`config.mk`:
```
export PLATFORM = sky130hd
export DESIGN_NAME = scb_regs
export DESIGN_NICKNAME = d
export VERILOG_FILES = /design/src/scb_wake_event.v /design/src/scb_regs.v
export VERILOG_INCLUDE_DIRS = /design/src /design/src/src
export SDC_FILE = /design/constraint.sdc
export NUM_CORES = 1
export LEC_CHECK = 0
export BUFFER_PORTS_ARGS = -buffer_cell sky130_fd_sc_hd__buf_2
export CAP_MARGIN = 20
export CORE_AREA = 10 10 122 124
export DETAILED_ROUTE_END_ITERATION = 10
export DIE_AREA = 0 0 132 134
export PLACE_DENSITY_LB_ADDON = 0.15
export SETUP_SLACK_MARGIN = 0.2
export SYNTH_ARGS = -nofsm -noshare
export SYNTH_HDL_FRONTEND = slang
export SYNTH_SLANG_ARGS = --single-unit
```
`constraint.sdc`:
```
create_clock -name clk -period 5.9 [get_ports clk]
set_clock_uncertainty 0.05 [all_clocks]
set_input_delay 0.295 -clock clk [delete_from_list [all_inputs] [get_ports clk]]
set_output_delay 0.295 -clock clk [all_outputs]
set_load 0.01 [all_outputs]
```
`src/scb_defines.vh`:
```
`ifndef SCB_DEFINES_VH
`define SCB_DEFINES_VH

// =====================================
// register offsets (byte addresses)
`define SCB_ADDR_W          12
`define SCB_OFS_IRC         12'hD0C
`define SCB_OFS_SLEEP       12'hD10
`define SCB_OFS_PRI_SVC     12'hD1C
`define SCB_OFS_PRI_TP      12'hD20

// =====================================
// reset values
`define SCB_RST_IRC         32'h00000000
`define SCB_RST_SLEEP       32'h00000000
`define SCB_RST_PRI_SVC     32'h00000000
`define SCB_RST_PRI_TP      32'h00000000

// =====================================
// interrupt and reset control fields
`define SCB_KEY_HI          31
`define SCB_KEY_LO          16
`define SCB_KEY_VALUE       16'h05FA
`define SCB_BYTE_ORDER_BIT  15
`define SCB_RESET_REQ_BIT   2
`define SCB_CLR_ACTIVE_BIT  1

// =====================================
// sleep control fields
`define SCB_WAKE_PEND_BIT   4
`define SCB_DEEP_SLEEP_BIT  2
`define SCB_SLEEP_EXIT_BIT  1

// =====================================
// priority fields
`define SCB_PRI_SVC_HI      31
`define SCB_PRI_SVC_LO      30
`define SCB_PRI_TICK_HI     31
`define SCB_PRI_TICK_LO     30
`define SCB_PRI_PEND_HI     23
`define SCB_PRI_PEND_LO     22

// =====================================
// interrupt lines watched for wake-up
`define SCB_NUM_IRQ         32

`endif

```
`src/scb_wake_event.v`:
```
`include "scb_defines.vh"

// =====================================
// event latch for wait-for-event
module scb_wake_event
(
	input  wire                      clk,
	input  wire                      rst,
	input  wire                      wake_on_pending,
	input  wire [`SCB_NUM_IRQ-1:0]   irq_pending,
	input  wire [`SCB_NUM_IRQ-1:0]   irq_enabled,
	input  wire                      ext_event,
	input  wire                      send_event,
	input  wire                      wfe_waiting,
	input  wire                      wfe_consume,
	output reg                       event_latched,
	output reg                       wake
);

	reg  [`SCB_NUM_IRQ-1:0] prev_pending;
	wire [`SCB_NUM_IRQ-1:0] rising;
	wire                    irq_event;
	wire                    any_event;
	wire                    wake_level;

	assign rising     = irq_pending & ~prev_pending;
	// disabled lines only count as events with wake-on-pending
	assign irq_event  = wake_on_pending ? (|rising) : (|(rising & irq_enabled));
	assign any_event  = irq_event | ext_event | send_event;
	// wake level: all pending lines or only enabled ones
	assign wake_level = wake_on_pending ? (|irq_pending) : (|(irq_pending & irq_enabled));

	always @(posedge clk or posedge rst)
	begin
		if (rst)
		begin
			prev_pending  <= {`SCB_NUM_IRQ{1'b0}};
			event_latched <= 1'b0;
			wake          <= 1'b0;
		end
		else
		begin
			prev_pending <= irq_pending;
			// a new event while not waiting wins over the consume in the same cycle
			if (any_event && !wfe_waiting)
				event_latched <= 1'b1;
			else if (wfe_consume)
				event_latched <= 1'b0;
			wake <= wake_level | any_event | (wfe_waiting & event_latched);
		end
	end

endmodule

```
`src/scb_regs.v`:
```
`include "scb_defines.vh"

// =====================================
// Function
// - the byte order bit 15 of the control word always reads zero for little endian.
// - writing one to bit 2 with key 05FA in bits 31..16 raises the system reset request output.
// - writing one to bit 1 with key 05FA while debug halted pulses a clear of all active exception state.
// - wake-on-pending clear wakes on enabled lines only, set wakes on every line.
// - with wake-on-pending set, any line going pending counts as a wait-for-event wake.
// - an event seen while not waiting is latched so the next wait returns at once.
// - a send-event instruction wakes or pre-arms the wait-for-event.
// - the deep sleep select bit picks ordinary sleep (0) or deep sleep (1).
// - the deep sleep select bit is driven out to the power control logic.
// - the sleep-on-exit bit makes the core sleep on return to thread mode.
// - bits 31..30 of the svc priority register hold the supervisor-call priority.
// - bits 31..30 of the tick/pend register hold the system-tick priority.
// - bits 23..22 of the tick/pend register hold the pendable-service priority.
module scb_regs
(
	input  wire                      clk,
	input  wire                      rst,
	input  wire [`SCB_ADDR_W-1:0]    addr,
	input  wire [31:0]               wdata,
	input  wire                      wr,
	input  wire                      rd,
	output reg  [31:0]               rdata,
	input  wire                      debug_halted,
	input  wire [`SCB_NUM_IRQ-1:0]   irq_pending,
	input  wire [`SCB_NUM_IRQ-1:0]   irq_enabled,
	input  wire                      ext_event,
	input  wire                      send_event,
	input  wire                      wfe_waiting,
	input  wire                      wfe_consume,
	output reg                       system_reset_request,
	output reg                       clear_active_exceptions,
	output reg                       deep_sleep_select,
	output reg                       sleep_on_exit,
	output reg                       wake_on_pending,
	output reg  [1:0]                supervisor_call_priority,
	output reg  [1:0]                system_tick_priority,
	output reg  [1:0]                pendable_service_priority,
	output reg                       wfe_event_latched,
	output reg                       wfe_wake
);

	// =====================================
	// synchronised pin inputs
	reg  [`SCB_NUM_IRQ-1:0] pend_s1;
	reg  [`SCB_NUM_IRQ-1:0] pend_s2;
	reg  [`SCB_NUM_IRQ-1:0] en_s1;
	reg  [`SCB_NUM_IRQ-1:0] en_s2;
	reg                     evt_s1;
	reg                     evt_s2;
	reg                     halt_s1;
	reg                     halt_s2;

	wire                    event_latched;
	wire                    wake;
	wire                    key_ok;
	wire                    wr_irc;
	wire                    wr_sleep;
	wire                    wr_svc;
	wire                    wr_tp;
	reg  [31:0]             next_rdata;

	function hit;
		input [`SCB_ADDR_W-1:0] a;
		input [`SCB_ADDR_W-1:0] ofs;
		begin
			hit = (a == ofs);
		end
	endfunction

	// external pins are async to clk
	always @(posedge clk or posedge rst)
	begin
		if (rst)
		begin
			pend_s1 <= {`SCB_NUM_IRQ{1'b0}};
			pend_s2 <= {`SCB_NUM_IRQ{1'b0}};
			en_s1   <= {`SCB_NUM_IRQ{1'b0}};
			en_s2   <= {`SCB_NUM_IRQ{1'b0}};
			evt_s1  <= 1'b0;
			evt_s2  <= 1'b0;
			halt_s1 <= 1'b0;
			halt_s2 <= 1'b0;
		end
		else
		begin
			pend_s1 <= irq_pending;
			pend_s2 <= pend_s1;
			en_s1   <= irq_enabled;
			en_s2   <= en_s1;
			evt_s1  <= ext_event;
			evt_s2  <= evt_s1;
			halt_s1 <= debug_halted;
			halt_s2 <= halt_s1;
		end
	end

	// =====================================
	// write decode
	assign key_ok   = (wdata[`SCB_KEY_HI:`SCB_KEY_LO] == `SCB_KEY_VALUE);
	assign wr_irc   = wr & hit(addr, `SCB_OFS_IRC) & key_ok;
	assign wr_sleep = wr & hit(addr, `SCB_OFS_SLEEP);
	assign wr_svc   = wr & hit(addr, `SCB_OFS_PRI_SVC);
	assign wr_tp    = wr & hit(addr, `SCB_OFS_PRI_TP);

	always @(posedge clk or posedge rst)
	begin
		if (rst)
		begin
			system_reset_request      <= 1'b0;
			clear_active_exceptions   <= 1'b0;
			deep_sleep_select         <= 1'b0;
			sleep_on_exit             <= 1'b0;
			wake_on_pending           <= 1'b0;
			supervisor_call_priority  <= 2'h0;
			system_tick_priority      <= 2'h0;
			pendable_service_priority <= 2'h0;
		end
		else
		begin
			// sticky: only the reset it causes clears it
			if (wr_irc && wdata[`SCB_RESET_REQ_BIT])
				system_reset_request <= 1'b1;
			// undefined outside debug halt, so only honoured while halted
			clear_active_exceptions <= wr_irc & wdata[`SCB_CLR_ACTIVE_BIT] & halt_s2;
			if (wr_sleep)
			begin
				deep_sleep_select <= wdata[`SCB_DEEP_SLEEP_BIT];
				sleep_on_exit     <= wdata[`SCB_SLEEP_EXIT_BIT];
				wake_on_pending   <= wdata[`SCB_WAKE_PEND_BIT];
			end
			if (wr_svc)
				supervisor_call_priority <= wdata[`SCB_PRI_SVC_HI:`SCB_PRI_SVC_LO];
			if (wr_tp)
			begin
				system_tick_priority      <= wdata[`SCB_PRI_TICK_HI:`SCB_PRI_TICK_LO];
				pendable_service_priority <= wdata[`SCB_PRI_PEND_HI:`SCB_PRI_PEND_LO];
			end
		end
	end

	// =====================================
	// read mux, reserved bits zero
	always @*
	begin
		next_rdata = 32'h00000000;
		if (rd)
		begin
			case (addr)
				`SCB_OFS_IRC:
				begin
					// byte order bit left at zero: little endian
					next_rdata[`SCB_BYTE_ORDER_BIT] = 1'b0;
					next_rdata[`SCB_RESET_REQ_BIT]  = system_reset_request;
				end
				`SCB_OFS_SLEEP:
				begin
					next_rdata[`SCB_WAKE_PEND_BIT]  = wake_on_pending;
					next_rdata[`SCB_DEEP_SLEEP_BIT] = deep_sleep_select;
					next_rdata[`SCB_SLEEP_EXIT_BIT] = sleep_on_exit;
				end
				`SCB_OFS_PRI_SVC:
					next_rdata[`SCB_PRI_SVC_HI:`SCB_PRI_SVC_LO] = supervisor_call_priority;
				`SCB_OFS_PRI_TP:
				begin
					next_rdata[`SCB_PRI_TICK_HI:`SCB_PRI_TICK_LO] = system_tick_priority;
					next_rdata[`SCB_PRI_PEND_HI:`SCB_PRI_PEND_LO] = pendable_service_priority;
				end
				default:
					next_rdata = 32'h00000000;
			endcase
		end
	end

	always @(posedge clk or posedge rst)
	begin
		if (rst)
			rdata <= 32'h00000000;
		else
			rdata <= next_rdata;
	end

	// =====================================
	// wait-for-event logic
	scb_wake_event u_wake
	(
		.clk             (clk),
		.rst             (rst),
		.wake_on_pending (wake_on_pending),
		.irq_pending     (pend_s2),
		.irq_enabled     (en_s2),
		.ext_event       (evt_s2),
		.send_event      (send_event),
		.wfe_waiting     (wfe_waiting),
		.wfe_consume     (wfe_consume),
		.event_latched   (event_latched),
		.wake            (wake)
	);

	// outputs registered; costs one cycle of wake latency
	always @(posedge clk or posedge rst)
	begin
		if (rst)
		begin
			wfe_event_latched <= 1'b0;
			wfe_wake          <= 1'b0;
		end
		else
		begin
			wfe_event_latched <= event_latched;
			wfe_wake          <= wake;
		end
	end

endmodule

```
# Yosys cells after proc, flatten, opt, wreduce, memory -nomap -nowiden
# Cells that the tools add are included.
# W data, S select, Z words.
# op_classes
addsub	0
n_mul	0
div	0
magnitude_cmp	0
eq_ne	5
shifts	0
muxes	10
n_bitwise	16
n_reduce_logical	8
# op_table
operator	n
$reduce_or A32 Y1	4
$and A32 B32 Y32	3
$eq A12 B12 Y1 const B	4
$mux W32	1
$not A32 Y32	1
$eq A16 B11 Y1 const B	1
$and A1 B1 Y1	8
$mux W1	6
$or A1 B1 Y1	4
$pmux W2 S2	1
$logic_and A1 B1 Y1	2
$mux W2	1
$pmux W1 S2	1
$reduce_bool A2 Y1	1
$logic_not A1 Y1	1
# totals
regBits	211
latch_bits	0
ram_bits	0
mem_bits_ro	0
out_inout_bits	45
elab_cells	61
memories	0

# Logic depth before layout (Yosys ltp)
# logic_depth
depth_word	9
ltp_mapped	6
depth_no_buf	6

# Modules after synthesis
# A second synthesis with hierarchy kept.
# hier_totals
cells_unflattened	394
hier_area_um2	6089.6
# modules_own_cells
module	instances	cells_each	area_each_um2	seq_area_each_um2
scb_regs	1	225	4366.7	3803.6
scb_wake_event	1	169	1722.9	850.8

# Worst setup path after synthesis
# Ideal clock, no wire load.
# synth_timing
path_type	register to register
from	register pend_s2[15]
to	register u_wake.wake
t_arrival_ns	1.823
slack_ns	3.895
stages_incl_launch_ff	7
period_less_slack_ns	2.005
cell_sequence	dfrtp_1 -> nand3b_1 -> o2111ai_1 -> or4_1 -> or4_1 -> o21ai_2 -> o211ai_1
# synth_between
elab_chain_len	8
# synth_rtl
element	line	source
from (decl)	scb_regs.v:49	reg [`SCB_NUM_IRQ-1:0] pend_s2;
from (signal assigned)	scb_regs.v:80	pend_s2 <= {`SCB_NUM_IRQ{1'b0}};
from (signal assigned)	scb_regs.v:91	pend_s2 <= pend_s1;
$and A32 B32 Y32	scb_wake_event.v:26	assign rising = irq_pending & ~prev_pending;
$and A32 B32 Y32	scb_wake_event.v:28	assign irq_event = wake_on_pending ? (|rising) : (|(rising & irq_enabled));
$reduce_or A32 Y1	scb_wake_event.v:28	
$mux W1	scb_wake_event.v:28	
$or A1 B1 Y1 (2 in series)	scb_wake_event.v:29	assign any_event = irq_event | ext_event | send_event;
$or A1 B1 Y1 * (2 in series)	scb_wake_event.v:49	wake <= wake_level | any_event | (wfe_waiting & event_latched);
to (signal assigned)	scb_wake_event.v:49	
to (decl)	scb_wake_event.v:17	output reg wake
# Every way passes the cells marked *; elsewhere a longest branch is shown, timed or not.
# A chain may end at the register's enable or synchronous reset.

# Final worst setup path
# Same ends and word-level chain as after synthesis.

==> results.sh <==
export IMPL_max_vdd_ir_drop_mv=0.203
export IMPL_fin_setup_tns_ns=0
export IMPL_cp_slowest_stage_delay_ns=0.58
export IMPL_cp_common_cell="or4_1"
export IMPL_power_density_nw_per_um2=326
export IMPL_grt_use_total_pct=15.3
export IMPL_critPathTopFamily="simple AND/OR/NAND/NOR gates"
export IMPL_drt_iter0_markers=249
export IMPL_final_cell_mix="186 x dfrtp_1, 123 x buf_2, 67 x dlygate4sd3_1, 27 x inv_1, 25 x conb_1"
export IMPL_leakagePower_nw=3.82
export IMPL_fp_dieArea_sq_um=17700
export IMPL_vias=3693
export IMPL_rsz0062_at_grt="false"
export IMPL_cp_max_fo=5
export IMPL_io_buffers=123
export IMPL_fmax_ghz=0.440
export IMPL_antenna_found_initial=0
export IMPL_wl_met1_um=5620
export IMPL_path_cells="nand3b_1, o2111ai_1, or4_1, or4_1, o21ai_2, o211ai_1"
export IMPL_wl_per_cell_um=17.0
export IMPL_grt_max_degree=107
export IMPL_ys_ff_latch=186
export IMPL_fp_dieW_um=132
export IMPL_cts_tree="built"
export IMPL_routed_wirelength_um=13200
export IMPL_clk_latency_ns=0.43
export IMPL_path_class="flip-flop to flip-flop"
export IMPL_final_common_cell="dfrtp_1"
export IMPL_globalRoute_totalOverflow=0
export IMPL_total_power_mw=2.60
export IMPL_post_cts_buffers=0
export IMPL_dr_pass1_iters=4
export IMPL_maxCapViolCount=0
export IMPL_wl_met2_um=6490
export IMPL_htreeDepth=4
export IMPL_syn_area_per_cell_sq_um=15.5
export IMPL_r2r_slack_ns=3.63
export IMPL_synth_top_area_share_pct=77.7
export IMPL_ios=162
export IMPL_synthTopCellsByArea="dfrtp_1 78%, buf_4 3.1%, nand3b_1 2.5%, inv_1 1.8%, mux2_1 1.7%"
export IMPL_worstPathRequired_ns=6.15
export IMPL_period_needed_ns=2.27
export IMPL_yosysSeqAreaShare_pct=77.7
export IMPL_core_area_sq_um=12500
export IMPL_num_rows=41
export IMPL_synth_cells=386
export IMPL_grt_pass1_vias=4201
export IMPL_antenna_cells=0
export IMPL_grt_pass1_wl_um=21300
export IMPL_endpoint_kind="flip-flop"
export IMPL_setup_worst_path_start="pend_s2[15]"
export IMPL_async_flop_share_pct=100
export IMPL_drc=0
export IMPL_path_buf_inv=0
export IMPL_hpwl_um=9360
export IMPL_cts_root_buf="clkbuf_16"
export IMPL_antenna_left=0
export IMPL_status="complete, no violations"
export IMPL_viasPerCell=4.73
export IMPL_top_layer="met4"
export IMPL_finalHoldViolations=0
export IMPL_crit_arrival_ns=2.52
export IMPL_drive_gt1_share_pct=25.8
export IMPL_dieHeight_um=134
export IMPL_setup_viol_count_final=0
export IMPL_synth_ff_type="dfrtp_1"
export IMPL_final_nets=712
export IMPL_ys_warn_count=0
export IMPL_clkTransAtPathRegs_ns=0.07
export IMPL_yosysTopAreaCell="dfrtp_1"
export IMPL_wl_met3_um=884
export IMPL_critPathLaunchType="flip-flop"
export IMPL_start_util_pct=48.0
export IMPL_yosysUniqueCellTypes=42
export IMPL_cts_sinks=186
export IMPL_slew_violations=0
export IMPL_hold_path_class="input pin to asynchronous set/reset pin"
export IMPL_numCtsBuffers=17
export IMPL_clockBufferDepth=2
export IMPL_gp_congestion=0.873
export IMPL_slew_headroom_pct=37.8
export IMPL_synthToLayoutAreaGrowth_pct=33.1
export IMPL_r2r_start="pend_s2[15]"
export IMPL_syn_cell_area_sq_um=5990
export IMPL_period_share_pct=38.5
export IMPL_critical_path_slowest_cell="or4_1"
export IMPL_synth_edf_count=0
export IMPL_worst_slew_pin_slew_ns=0.933
[logic make-up (layout without fill, tap and decap cells)]
logic type	Yosys count	in the layout	synth area share [%]
DFF	186	186	77.7
and+or+nand+nor	94	94	10.0
buffers and inverters	53	251	4.89
AOI/OAI and AO/OA	43	43	5.60
muxes	9	9	1.69
other	1	25	0.0626
[power by group]
part | total [mW] | internal (mW) | switching [mW]
Clock | 1.08 | 0.595 | 0.488
Sequential | 1.37 | 1.33 | 0.0379
Combinational | 0.143 | 0.0752 | 0.0677
Total | 2.60 | 2.00 | 0.593
[synth_stat cells (3+ instances only)]
library cell	n
nor2b_1	7
nand2b_1	3
o2111ai_1	3
nand2_1	8
nand3_1	4
nor4b_1	3
nand4_1	7
nor2_1	7
nand3b_1	20
mux2_1	9
o22ai_1	10
nor3_1	8
and2_1	3
and3_1	5
inv_1	28
a22o_1	6
a221oi_1	4
nor4_1	7
a22oi_1	5
dfrtp_1	186
buf_4	25
[registers in the layout, summed over array words and instances (netlist names), 2 cells and up]
| register | cells |
|---|---|
| en_s2 | 32 |
| en_s1 | 32 |
| rdata | 7 |
| u_wake.prev_pending | 32 |
| supervisor_call_priority | 2 |
| pend_s2 | 32 |
| pend_s1 | 32 |
| pendable_service_priority | 2 |
| system_tick_priority | 2 |
[routing by layer]
metal / vias to the layer above / track usage, %
met5: - / 0
met4: 0 / 5.93
met3: 19 / 5.04
met2: 141 / 25.4
met1: 1806 / 18.1
li1: 1727 / -
[what timing repair did]
| item | 4_1_cts | 5_1_grt |
|---|---|---|
| endpoints found under the hold margin | 67 | 0 |
| resized for setup | 0 | 0 |
| hold buffers | 67 | 0 |
[final timing paths]
kind,cells after the start,end
setup / recovery,6,u_wake.wake
hold / removal,2,pend_s1[3]
setup reg to reg,6,u_wake.wake
hold reg to reg,0,pend_s2[20]
max in group asynchronous,3,u_wake.prev_pending[8]
min in group clk,2,u_wake.event_latched
[through the flow]
step	hold WS (ns)	area (sq um)	utilization [%]	std cells	worst slack (ns)
after floorplan	0.276	6080	-	410	0.498
after global placement	0.282	6730	54.0	681	3.65
after detailed placement	0.285	6730	54.0	681	3.63
after CTS	0.00806	7970	63.9	780	3.62
after global routing	0.0213	7970	63.9	780	3.51
final	0.00373	7970	63.9	780	3.63
[final cells by class]
type	instances	area, sq um
flip-flops and latches	186	4650
fillers	928	4490
repair buffers	191	1290
multi-input cells	171	1130
clock buffers	20	437
well taps	172	215
clock inverters	12	131
inverters	28	110
Note: power is estimated with default switching activity, not from simulation.
